`src/hub_ctrl_pkg.sv`:
```
// Shared constants and types for the hub port control block
package hub_ctrl_pkg;
  localparam int num_ports = 4;
  localparam int id_width = 16;
  localparam int cfg_words = 4;
  localparam logic [1:0] cfg_addr_reset = 2'h0;
  localparam logic [1:0] cfg_addr_last = 2'h3;
  localparam logic [6:0] address_reset = 7'h00;
  localparam logic [7:0] config_value_reset = 8'h00;
  localparam logic [3:0] status_endpoint = 4'h1;
  localparam int clock_hz = 20000000;
  localparam int reset_time_us = 10;
  localparam int reset_cycles = (reset_time_us * (clock_hz / 1000000));
  localparam int chirp_time_us = 1000;
  localparam int chirp_cycles = (chirp_time_us * (clock_hz / 1000000));
  localparam logic [15:0] reset_count_reset = 16'h0000;

  typedef enum logic [4:0] {
    hub_fetch = 5'h01,
    hub_wait_power = 5'h02,
    hub_wait_reset = 5'h04,
    hub_chirp = 5'h08,
    hub_run = 5'h10
  } hub_state_type;

  typedef enum logic [5:0] {
    port_off = 6'h01,
    port_disconnected = 6'h02,
    port_resetting = 6'h04,
    port_enabled = 6'h08,
    port_suspended = 6'h10,
    port_disabled = 6'h20
  } port_state_type;

  typedef struct packed {
    logic set_power;
    logic set_reset;
    logic clear_enable;
    logic set_suspend;
    logic clear_suspend;
    logic [1:0] port;
  } port_request_type;

  typedef struct packed {
    logic connected;
    logic high_speed;
    logic low_speed;
    logic line_active;
    logic after_eof2;
    logic wakeup;
  } port_line_type;

  typedef struct packed {
    logic [3:0] port;
    logic [3:0] endpoint;
  } change_report_type;

  function automatic logic [3:0] port_bit(input logic [1:0] p);
    port_bit = 4'h1 << p;
  endfunction
endpackage

```
`src/usb_hub_port_control.sv`:
```
// Hub-level control: configuration fetch, attach, enumeration and port handling
`timescale 1ns/1ps
//
// Overview of operation
// - At power up fetch configuration words from the serial EEPROM before attaching.
// - After fetch, connect D+ pull-up only while bus power sensed, then await reset.
// - During upstream bus reset, send high-speed capable chirp.
// - Host chirp answer enters high-speed mode and drops D+ pull-up.
// - Without host chirp answer, stay a full-speed legacy hub.
// - Every bus reset clears address and configuration value to zero.
// - Full hub function withheld until host configures the hub.
// - Four downstream ports, each marked usable or removable by configuration.
// - Before configuration, ports held in SE0 and unpowered.
// - After configuration stop driving ports; host powers each port individually.
// - Detect connect and disconnect, report changes through endpoint 1.
// - Port reset with device attached enables port, lights green, arms babble.
// - Non-idle line after EOF2 on enabled port is babble, disabling port.
// - Clear enable request disables the addressed port.
// - Suspend request suspends only the addressed port.
// - Wakeup on suspended port while hub awake gives a change report.
// - Wakeup on suspended port while hub suspended is forwarded upstream.
// - Clear suspend request resumes the addressed suspended port.
// - At high speed, full/low-speed port traffic routes via the translator.
// - At high speed, high-speed port traffic routes via the repeater only.
// - At full speed, high-speed devices run at full speed, others normal.
// - Repeater upstream path blocks downstream babble and disconnect propagation.
module usb_hub_port_control (
  input wire logic mclk,
  input wire logic srst,
  output logic eeprom_read,
  output logic [1:0] eeprom_addr,
  input wire logic eeprom_valid,
  input wire logic [hub_ctrl_pkg::id_width-1:0] eeprom_data,
  output logic [hub_ctrl_pkg::id_width-1:0] vendor_identifier,
  output logic [hub_ctrl_pkg::id_width-1:0] product_identifier,
  output logic [hub_ctrl_pkg::id_width-1:0] device_revision_identifier,
  output logic [3:0] port_usable,
  output logic [3:0] port_removable,
  input wire logic upstream_bus_power_sense,
  input wire logic upstream_bus_reset,
  input wire logic host_chirp,
  input wire logic hub_suspended,
  output logic dplus_pullup,
  output logic chirp_out,
  output logic high_speed_mode,
  input wire logic set_address,
  input wire logic set_configuration,
  input wire logic [7:0] setup_value,
  output logic [6:0] device_address,
  output logic [7:0] config_value,
  output logic configured,
  input wire logic request_valid,
  input wire hub_ctrl_pkg::port_request_type request,
  input wire hub_ctrl_pkg::port_line_type port_line [hub_ctrl_pkg::num_ports],
  input wire logic repeater_upstream,
  output logic [3:0] port_power,
  output logic [3:0] port_drive_se0,
  output logic [3:0] port_reset_out,
  output logic [3:0] port_enable,
  output logic [3:0] port_suspend,
  output logic [3:0] green_led,
  input wire logic [3:0] indicator_override,
  output logic [3:0] route_translator,
  output logic [3:0] route_repeater,
  output logic [3:0] port_full_speed,
  output logic [3:0] block_upstream,
  output logic remote_wakeup_up,
  output logic report_valid,
  input wire logic report_ready,
  output hub_ctrl_pkg::change_report_type report
);
  import hub_ctrl_pkg::*;

  hub_state_type hub_state;
  port_state_type port_state [num_ports];
  logic power_s1, power_s2, reset_s1, reset_s2, reset_s3, chirp_s1, chirp_s2;
  logic front_ptr;
  change_report_type incoming;
  logic [15:0] chirp_count;
  logic [3:0] changes;
  logic [3:0] babble;
  logic [3:0] was_connected;
  change_report_type buf_data [2];
  logic [1:0] buf_full;
  logic buf_wr, buf_rd;
  logic wr_ptr, rd_ptr;
  logic [3:0] req_bit;

  assign req_bit = port_bit(request.port);

  // Pin synchronisers
  always_ff @(posedge mclk)
  begin
    power_s1 <= upstream_bus_power_sense;
    power_s2 <= power_s1;
    reset_s1 <= upstream_bus_reset;
    reset_s2 <= reset_s1;
    reset_s3 <= reset_s2;
    chirp_s1 <= host_chirp;
    chirp_s2 <= chirp_s1;
  end

  // Configuration fetch
  always_ff @(posedge mclk)
  begin
    if (srst)
    begin
      eeprom_read <= 1'b1;
      eeprom_addr <= cfg_addr_reset;
      vendor_identifier <= '0;
      product_identifier <= '0;
      device_revision_identifier <= '0;
      port_usable <= 4'h0;
      port_removable <= 4'h0;
    end
    else if (hub_state == hub_fetch && eeprom_valid)
    begin
      case (eeprom_addr)
        2'h0: vendor_identifier <= eeprom_data;
        2'h1: product_identifier <= eeprom_data;
        2'h2: device_revision_identifier <= eeprom_data;
        default:
        begin
          port_usable <= eeprom_data[3:0];
          port_removable <= eeprom_data[7:4];
        end
      endcase
      eeprom_addr <= eeprom_addr + 2'h1;
      if (eeprom_addr == cfg_addr_last)
        eeprom_read <= 1'b0;
    end
  end

  // Upstream attach and speed negotiation
  always_ff @(posedge mclk)
  begin
    if (srst)
    begin
      hub_state <= hub_fetch;
      dplus_pullup <= 1'b0;
      chirp_out <= 1'b0;
      high_speed_mode <= 1'b0;
      chirp_count <= reset_count_reset;
    end
    else
    begin
      case (hub_state)
        hub_fetch:
          if (eeprom_valid && eeprom_addr == cfg_addr_last)
            hub_state <= hub_wait_power;
        hub_wait_power:
          if (power_s2)
          begin
            dplus_pullup <= 1'b1;
            hub_state <= hub_wait_reset;
          end
        hub_wait_reset:
          if (!power_s2)
          begin
            dplus_pullup <= 1'b0;
            hub_state <= hub_wait_power;
          end
          else if (reset_s2)
          begin
            chirp_out <= 1'b1;
            chirp_count <= reset_count_reset;
            high_speed_mode <= 1'b0;
            hub_state <= hub_chirp;
          end
        hub_chirp:
        begin
          chirp_count <= chirp_count + 16'h0001;
          if (!power_s2)
          begin
            chirp_out <= 1'b0;
            dplus_pullup <= 1'b0;
            hub_state <= hub_wait_power;
          end
          else if (chirp_s2)
          begin
            chirp_out <= 1'b0;
            high_speed_mode <= 1'b1;
            dplus_pullup <= 1'b0;
            hub_state <= hub_run;
          end
          else if (!reset_s2 || chirp_count == 16'(chirp_cycles))
          begin
            chirp_out <= 1'b0;
            high_speed_mode <= 1'b0;
            hub_state <= hub_run;
          end
        end
        hub_run:
          if (!power_s2)
          begin
            dplus_pullup <= 1'b0;
            high_speed_mode <= 1'b0;
            hub_state <= hub_wait_power;
          end
          else if (reset_s2 && !reset_s3)
          begin
            dplus_pullup <= 1'b1;
            high_speed_mode <= 1'b0;
            chirp_out <= 1'b1;
            chirp_count <= reset_count_reset;
            hub_state <= hub_chirp;
          end
        default:
          hub_state <= hub_fetch;
      endcase
    end
  end

  // Enumeration state
  always_ff @(posedge mclk)
  begin
    if (srst || reset_s2)
    begin
      device_address <= address_reset;
      config_value <= config_value_reset;
      configured <= 1'b0;
    end
    else if (hub_state == hub_run)
    begin
      if (set_address)
        device_address <= setup_value[6:0];
      if (set_configuration)
      begin
        config_value <= setup_value;
        configured <= (setup_value != config_value_reset);
      end
    end
  end

  // Per-port state machines
  genvar g;
  generate
    for (g = 0; g < num_ports; g++)
    begin : ports
      always_ff @(posedge mclk)
      begin
        if (srst || !configured || !port_usable[g])
        begin
          port_state[g] <= port_off;
          port_power[g] <= 1'b0;
          port_drive_se0[g] <= srst || !configured;
          port_reset_out[g] <= 1'b0;
          babble[g] <= 1'b0;
        end
        else
        begin
          port_drive_se0[g] <= 1'b0;
          babble[g] <= 1'b0;
          case (port_state[g])
            port_off:
              if (request_valid && request.set_power && req_bit[g])
              begin
                port_power[g] <= 1'b1;
                port_state[g] <= port_disconnected;
              end
            port_disconnected:
              if (request_valid && request.set_reset && req_bit[g] && port_line[g].connected)
              begin
                port_reset_out[g] <= 1'b1;
                port_state[g] <= port_resetting;
              end
            port_resetting:
            begin
              port_reset_out[g] <= 1'b0;
              port_state[g] <= port_enabled;
            end
            port_enabled:
              if (!port_line[g].connected)
                port_state[g] <= port_disconnected;
              else if (port_line[g].line_active && port_line[g].after_eof2)
              begin
                babble[g] <= 1'b1;
                port_state[g] <= port_disabled;
              end
              else if (request_valid && request.clear_enable && req_bit[g])
                port_state[g] <= port_disabled;
              else if (request_valid && request.set_suspend && req_bit[g])
                port_state[g] <= port_suspended;
            port_suspended:
              if (!port_line[g].connected)
                port_state[g] <= port_disconnected;
              else if (port_line[g].wakeup)
                port_state[g] <= port_enabled;
              else if (request_valid && request.clear_suspend && req_bit[g])
                port_state[g] <= port_enabled;
            port_disabled:
              if (!port_line[g].connected)
                port_state[g] <= port_disconnected;
              else if (request_valid && request.set_reset && req_bit[g])
              begin
                port_reset_out[g] <= 1'b1;
                port_state[g] <= port_resetting;
              end
            default:
              port_state[g] <= port_off;
          endcase
        end
      end

      // Outputs derived from port state, speed mode and line status
      always_ff @(posedge mclk)
      begin
        if (srst)
        begin
          port_enable[g] <= 1'b0;
          port_suspend[g] <= 1'b0;
          green_led[g] <= 1'b0;
          route_translator[g] <= 1'b0;
          route_repeater[g] <= 1'b0;
          port_full_speed[g] <= 1'b0;
          block_upstream[g] <= 1'b0;
          was_connected[g] <= 1'b0;
        end
        else
        begin
          port_enable[g] <= (port_state[g] == port_enabled);
          port_suspend[g] <= (port_state[g] == port_suspended);
          green_led[g] <= (port_state[g] == port_enabled) && !indicator_override[g];
          route_translator[g] <= high_speed_mode && !port_line[g].high_speed;
          route_repeater[g] <= !high_speed_mode || port_line[g].high_speed;
          port_full_speed[g] <= !port_line[g].low_speed &&
            (!high_speed_mode || !port_line[g].high_speed);
          block_upstream[g] <= repeater_upstream && (babble[g] || !port_line[g].connected);
          was_connected[g] <= port_power[g] && port_line[g].connected;
        end
      end
    end
  endgenerate

  // Change collection: set wins over clear
  logic [3:0] events;
  logic [3:0] wake_events;
  always_comb
  begin
    events = 4'h0;
    wake_events = 4'h0;
    for (int i = 0; i < num_ports; i++)
    begin
      if (port_power[i] && (port_line[i].connected != was_connected[i]))
        events[i] = 1'b1;
      if (babble[i] || (port_state[i] == port_resetting))
        events[i] = 1'b1;
      if (port_state[i] == port_suspended && port_line[i].wakeup)
        wake_events[i] = 1'b1;
    end
  end

  assign buf_wr = (changes != 4'h0) && (buf_full != 2'h2);
  assign buf_rd = report_valid && report_ready;
  assign front_ptr = buf_rd ? ~rd_ptr : rd_ptr;
  assign incoming = '{port: changes, endpoint: status_endpoint};

  always_ff @(posedge mclk)
  begin
    if (srst)
      changes <= 4'h0;
    else
      changes <= (buf_wr ? 4'h0 : changes) | events | (hub_suspended ? 4'h0 : wake_events);
  end

  always_ff @(posedge mclk)
  begin
    if (srst)
      remote_wakeup_up <= 1'b0;
    else
      remote_wakeup_up <= hub_suspended && (remote_wakeup_up || wake_events != 4'h0);
  end

  // Two-entry buffer toward the status change endpoint
  always_ff @(posedge mclk)
  begin
    if (srst)
    begin
      wr_ptr <= 1'b0;
      rd_ptr <= 1'b0;
      buf_full <= 2'h0;
      buf_data[0] <= '0;
      buf_data[1] <= '0;
    end
    else
    begin
      if (buf_wr)
      begin
        buf_data[wr_ptr] <= incoming;
        wr_ptr <= ~wr_ptr;
      end
      if (buf_rd)
        rd_ptr <= ~rd_ptr;
      buf_full <= buf_full + {1'b0, buf_wr} - {1'b0, buf_rd};
    end
  end

  always_ff @(posedge mclk)
  begin
    if (srst)
    begin
      report_valid <= 1'b0;
      report <= '0;
    end
    else
    begin
      report_valid <= (buf_full + {1'b0, buf_wr} - {1'b0, buf_rd}) != 2'h0;
      // Bypass so the word shown with a rising valid is the one just written
      report <= (buf_wr && wr_ptr == front_ptr) ? incoming : buf_data[front_ptr];
    end
  end
endmodule

```
`config.mk`:
```
export PLATFORM = sky130hd
export DESIGN_NAME = usb_hub_port_control
export DESIGN_NICKNAME = d
export VERILOG_FILES = /design/src/hub_ctrl_pkg.sv /design/src/usb_hub_port_control.sv
export SDC_FILE = /design/constraint.sdc
export NUM_CORES = 1
export LEC_CHECK = 0
export ABC_AREA = 1
export BUFFER_PORTS_ARGS = -buffer_cell sky130_fd_sc_hd__buf_4
export CAP_MARGIN = 5
export CORE_MARGIN = 3
export CORE_UTILIZATION = 35
export CTS_BUF_LIST = sky130_fd_sc_hd__clkbuf_4
export DETAILED_ROUTE_END_ITERATION = 8
export PLACE_DENSITY_LB_ADDON = 0.08
export SYNTH_ARGS = -nofsm -noshare
export SYNTH_HDL_FRONTEND = slang
export SYNTH_SLANG_ARGS = --single-unit
```
`constraint.sdc`:
```
create_clock -name mclk -period 4.77 [get_ports mclk]
set_clock_uncertainty 0.1 [all_clocks]
set_input_delay 0.477 -clock mclk [delete_from_list [all_inputs] [get_ports mclk]]
set_output_delay 0.477 -clock mclk [all_outputs]
set_load 0.02 [all_outputs]
```
==> results of run 1 <==
[flip-flops by register name (all words and copies together), names as in the netlist, 5 cells and up]
register,cells
config_value,8
device_revision_identifier,16
report,5
port_state,24
hub_state,5
buf_data,10
vendor_identifier,16
device_address,7
chirp_count,16
product_identifier,16
[placed cells by master (no fill, tap or decap), types with 2 or more instances in the layout]
cell type	synthesis	final
inv_1	117	117
dlygate4sd3_1	0	50
clkinv_2	1	5
clkbuf_4	0	86
dfxtp_1	171	171
a31oi_1	8	8
a21oi_1	44	44
clkinv_1	2	13
xnor2_1	4	4
nor2_1	269	269
or2_2	8	8
a21oi_2	7	7
nand2_1	197	197
o22ai_1	3	3
nand4_1	28	28
nor2_2	4	4
o211ai_1	8	8
o21ai_0	96	96
nor2_4	3	3
edfxtp_1	32	32
ha_1	8	8
inv_2	11	12
nand2_2	8	8
nand3_1	80	80
conb_1	1	3
buf_4	7	196
nor4_1	5	5
diode_2	0	2
o21ai_1	4	4
nor3_1	37	37
[worst max-delay path by stage]
stage,startpoint,endpoint,slack (ns),depth (start not counted)
final,port_state[2][4],port_state[2][4],2.43,9
after global routing,port_state[2][4],port_state[2][4],2.21,9
after CTS,port_state[2][4],port_state[2][5],2.44,9
after detailed placement,srst,port_state[3][2],2.12,10
after global placement,srst,port_state[1][4],2.19,10
after floorplan,srst,port_state[2][0],2.83,9
[power groups by stage]
stage	logic [µW]	clock network, µW	registers (µW)
4_1_cts	1080	1660	1990
3_3_place_gp	1040	0	2030
3_5_place_dp	1040	0	2030
2_1_floorplan	502	0	2170
5_1_grt	1200	1760	2010
6_report	1070	1590	1990
[worst min-delay path: stages]
cell and delay, ns:
buf_4 0.09, nand2_1 0.10, nor2_1 0.12
[logic make-up after synthesis]
logic type / after synthesis
flip-flops: 203
adder cells (fa/ha/maj): 8
buffers and inverters: 160
AO/OA/AOI/OAI: 175
other: 1
XOR/XNOR: 5
AND/OR/NAND/NOR: 642
[Yosys cell counts (11+ instances only)]
cell type  instances
a21oi_1           44
clkbuf_1          13
dfxtp_1          171
edfxtp_1          32
inv_1            117
inv_2             11
nand2_1          197
nand3_1           80
nand4_1           28
nor2_1           269
nor3_1            37
o21ai_0           96
[through the flow]
step                      power (µW)  setup WS (ns)  instance area [µm²]
after floorplan                 2680           2.83                 8860
after global placement          3060           2.19                10600
after detailed placement        3070           2.12                10600
after CTS                       4730           2.44                11800
after global routing            4970           2.21                11800
final                           4650           2.43                11800
[per-layer routing]
metal	vias up	track usage, %	share of wire, %
li1	4487	-	-
met1	3880	23.3	45
met3	59	4.22	6.2
met5	-	0	0
met2	255	31.5	46
met4	0	6.75	2.8
[area by class of cell]
class                           instances  share of cell area [%]
Timing Repair Buffer                  246                    16.7
Clock buffer                           86                    5.45
Sequential cell                       203                    37.0
Inverter                              131                    4.16
Tap cell                              324                    3.42
Clock inverter                         17                   0.803
Multi-Input combinational cell        833                    32.4
Antenna cell                            2                  0.0423
==> run metrics, run 1 <==
status completed; wire per inst between 10 and 15 µm; fill count around 2500; fin nets 1550; CP startpoint kind flip-flop; DIE AREA roughly 27000 µm²; worst-skew pair later-pin latency between 0.6 and 0.7 ns; Area Overhead vs Synth 33.7%; Yosys top cell by area dfxtp_1; critical path's slowest cell edfxtp_1; Min Hold Slack 0.0706 ns; Final Max Slew Viols 0; R2R Path End port_state[2][4]; Clock Sinks 203; Site Rows between 50 and 60; sequential share of the synthesized area approximately 50%; Int Pwr around 3200 µW; main combinational cell family by area after synthesis simple AND/OR/NAND/NOR gates; io pins roughly 200; Die Y 165 µm; dpl cells roughly 1700; core area 24600 µm²; min cycle time layout 2.34 ns; Final period util between 40 and 50%; switching power 1470 µW; hold path start port_line[20]; Critical Path AT ~2.6 ns; postcts setup bufs 0; Post-synth EDFFs 32; XOR/XNOR Fraction of Synth Area 0.495%; Sw Share a little under a third; flops & latches, synth roughly 200; Final Hold Viols 0; Final ANT Viol Nets 0; initial antenna violation count 1; Compound-Gate Fraction of Synth Area a little over a tenth; Post-Route WL ~26 mm; clock network fraction of total power between 30% and 40%; gr ovfl total 0; slew margin rel. 48.2%; hold depth 3; multiplexer area fraction after synthesis 0%; ys async rst share 0%; Via density between 4 and 5; worst hold-check path type in2reg; H-tree depth 2; Starting DRT DRC Count around 430; VDD IR max around 0.19 mV; CTS root buf clkbuf_4; setup TNS 0 ns; worst path cell trace nor2_1 > nand4_1 > inv_1 > nand3_1 > nand2_1 > nor2_1 > nand3_1 > inv_1 > nand2_1; total number of vias 8681; post-synth design cell area roughly 8900 µm²; Post-Syn Area per Cell 7.42 µm²; hold endpoint babble[0]; Critical Path RT approximately 5.0 ns; FF-to-FF Start port_state[2][4]; deepest clock path buffer count 3; Worst Max-Slew Pin Slew between 0.7 and 0.8 ns; CP top delay family simple AND/OR/NAND/NOR gates; Mapped Cells ~1200; vias in the first global route between 8000 and 9000; share of layout cells above drive strength 1 22.0%; Max Freq 428 MHz; hold buffers post-CTS 50; CTS resizes 0; Buf/Inv on CP 2; Syn. warnings 0; fin cells about 1800; Combinational Power Share 23.0%; MaxCap Viol Count 0; Clock transition at path regs approximately 0.060 ns; Synth area leaders dfxtp_1 (39%), nor2_1 (11%), edfxtp_1 (11%); adder-cell share of the synthesized area between 1 and 1.5%; simple-gate area share of the yosys netlist between 30% and 40%; post-synth top area share between 30 and 40%; Overall Global Routing Usage 18.7%; post-layout util roughly half; Sequential Power Share 42.8%; Starting Density between 30% and 40%; R2R Setup Slk between 2 and 2.5 ns; first-pass GRT wire length around 41 mm; post-synth cell types 40; RSZ-0062 raised after global routing false; Power Density ~400 nW/µm²; critical path peak fanout 6; largest net degree at the start of global routing 84; slowest stage delay, CP slightly above 0.4 ns; total CTS buffers 56; register area about 4400 µm²; Leak ~0.0054 µW; worst setup path class reg2reg; IO Port Bufs 195; DP HPWL 18.4 mm; crit end category flip-flop; Die Wd 165 µm; Post-synth top flop dfxtp_1; global placer's final weighted congestion a little under 0.9; TritonRoute pass-1 iters 5; area of the multi-input gates roughly 3800 µm²; DRC Markers 0; TritonCTS clock tree built; Register-to-Register Path Depth 9; Final setup viols 0
Power figures use the tool's default switching activity.
==> inputs of run 2 (changes only) <==
Settings changed: ABC_AREA 1 to 0.
Clock period 4.77 ns to 2.1 ns, I/O delays scaled along.
==> run 2 against run 1 <==
  * Non-clock buffer count rose by 123
  * Design area rose by 8.5%
  * The flow now finishes with violations (negative setup slack)
  * Largest power group unchanged
  * Area after synthesis fell by 1.5%
  * Total power rose by 95%
  * Combinational power rose by 12%
  * Sequential share of layout area fell by 2.9 points
  * Global-route usage rose by 1.4 points
  * Synthesized cell count fell by 24%
  * Highest routed layer unchanged
==> run metrics, run 2 <==
TritonCTS clock tree built; Setup crit start port_state[0][4]; core area 24400 µm² (-0.87%); FF-to-FF Start port_state[0][4]; gr ovfl total 0 (unchanged); Setup WS pre-CTS -0.132 ns (-2.25 ns); slew margin rel. 57.0% (+8.7 points); fin nets 1362 (-12%); sequential share of the synthesized area 50.3% (+0.75 points); power after layout 9050 µW (+95%); Post-synth top cells dfxtp_1 (171), nor2_1 (126), nand2_1 (68); worst hold-check path type in2reg; TritonRoute pass-1 iters 5 (unchanged); Starting DRT DRC Count 383 (-12%); failing checks negative setup slack; Die Y 164 µm (-0.72%); global placer's final weighted congestion 0.898 (+3.9%); Worst Slack Setup Final -0.111 ns (-2.54 ns); DRC Markers 0 (unchanged); wire per inst 16.6 µm (+19%); commonest non-fill, non-tap cell in the layout buf_4; Site Rows 57 (unchanged); Die Wd 164 µm (-0.72%); Clock transition at path regs 0.06 ns (about the same); DP HPWL 19.3 mm (+5.2%); Final setup viols 6 (+6); worst setup path class reg2reg; largest net degree at the start of global routing 49 (-42%); IO Port Bufs 195 (unchanged); Largest register FFs 24 (unchanged); post-synth cell types 73 (+83%); Max Freq 452 MHz (+5.7%); hold path start report_ready; min cycle time layout 2.21 ns (-0.126 ns); Biggest register port_state; Post-synth EDFFs 32 (unchanged); Post-Route WL 27.5 mm (+7.2%); worst-skew pair later-pin latency 0.67 ns (about the same); fill count 2355 (-7.1%); Post-synth top flop dfxtp_1; Min Hold Slack 0.0708 ns (+0.000111 ns); io pins 199 (unchanged); Worst Max-Slew Pin Slew 0.638 ns (-0.138 ns); Final ANT Viol Nets 0 (unchanged); Final Max Slew Viols 0 (unchanged); RSZ-0062 raised after global routing true; Syn. warnings 0 (unchanged); CP startpoint kind flip-flop; Power Density 705 nW/µm² (+79%); Synth area leaders dfxtp_1 (39%), edfxtp_1 (11%), mux2i_1 (7.0%); Final period util 105% (+56 points); DIE AREA 26900 µm² (-1.4%); ys async rst share 0% (unchanged); Mapped Cells 902 (-24%); most frequent cells in the layout buf_4 (287), dfxtp_1 (167), nor2_1 (125); Yosys top cell by area dfxtp_1; Starting Density 35.8% (-0.23 points); first-pass GRT wire length 43.0 mm (+4.5%); Leak 0.00587 µW (+9.4%); status finished, violations left; post-synth design cell area 8720 µm² (-1.5%); VDD IR max 0.327 mV (+73%); Critical Path RT 2.40 ns (-2.61 ns); total number of vias 8058 (-7.2%); share of layout cells above drive strength 1 33.7% (+12 points); Final Hold Viols 0 (unchanged); total CTS buffers 57 (+1.8%); Post-Syn Area per Cell 9.67 µm² (+30%); most common cell in the synthesized netlist dfxtp_1; Clock Sinks 203 (unchanged); deepest clock path buffer count 3 (unchanged); flops & latches, synth 203 (unchanged); Overall Global Routing Usage 20.0% (+1.4 points); CTS root buf clkbuf_4; crit end category flip-flop; critical path peak fanout 6 (unchanged); Via density 4.87 (+3.4%); H-tree depth 2 (unchanged); Area Overhead vs Synth 47.2%; initial antenna violation count 1 (unchanged); MaxCap Viol Count 0 (unchanged); post-synth top area share 39.2% (+0.59 points); vias in the first global route 8066 (-2.0%); Critical Path AT 2.51 ns (-0.06 ns)
-- run 2: cell count changes in the layout (fill, tap and decap cells not counted), sizes merged, moves of 61 or more --
cell	change
nand2	-136
o21ai	-81
buf	+96
nor2	-149
inv	-97
mux2i	+61
-- run 2: power by group --
part | leakage (µW) | switching (µW) | internal, µW
combinational | 0.00366 | 620 | 576
clock | 0.000457 | 1710 | 2000
sequential | 0.00175 | 68.6 | 4070
-- run 2: layout make-up --
class                   count  area, µm²  area share (%)
diodes                      1       2.50          0.0195
multi-input cells         619       4170            32.5
clock buffers              86        646            5.03
inverters                  33        124           0.965
repair buffers            369       2990            23.3
clock inverters            19        111           0.867
flip-flops and latches    203       4390            34.2
well taps                 324        405            3.16
-- run 2: repair_timing --
| action | 4_1_cts | 5_1_grt |
|---|---|---|
| endpoints found under the hold margin | 151 | 3 |
| setup endpoints to repair | 10 | 39 |
| resized for setup | 6 | 36 |
| pin swaps | 3 | 6 |
| setup buffers | 3 | 7 |
| hold buffers | 76 | 1 |
-- run 2: metrics by stage --
stage	cell area (µm²)	utilization, %	TNS [ns]	instances
after CTS	12600	51.6	-0.380	1645
final	12800	52.6	-0.661	1654
after global placement	11000	45.2	-0.924	1461
after global routing	12800	52.6	-1.86	1654
after detailed placement	11000	45.2	-0.934	1461
after floorplan	8760	-	-0.210	904
-- run 2: critical path, stage by stage, from the launching register on --
cell      delay [ns]
edfxtp_1        0.49
or4_4           0.57
maj3_2          0.32
or4_4           0.47
-- run 2: final timing paths --
check,endpoint,slack (ns),depth (start not counted)
max,port_state[0][5],-0.11,3
max reg2reg,port_state[0][5],-0.11,3
min reg2reg,chirp_s2,0.22,0
min,rd_ptr,0.07,5
-- run 2: cell families after synthesis --
logic type / after synthesis / share of synthesized area, %
AO/OA/AOI/OAI: 138 / 10.7
XOR/XNOR: 36 / 3.70
adder cells (fa/ha/maj): 9 / 1.26
buffers and inverters: 82 / 4.30
flip-flops: 203 / 50.3
multiplexers: 62 / 7.13
other: 1 / 0.0430
AND/OR/NAND/NOR: 371 / 22.6
-- run 2: metal layers --
metal	GRT usage (%)	part of all wire, %	up-vias
met1	26.0	44	3794
met4	5.92	1.6	0
met5	0	0	-
met2	33.7	49	209
li1	-	-	4013
met3	4.11	5.3	42
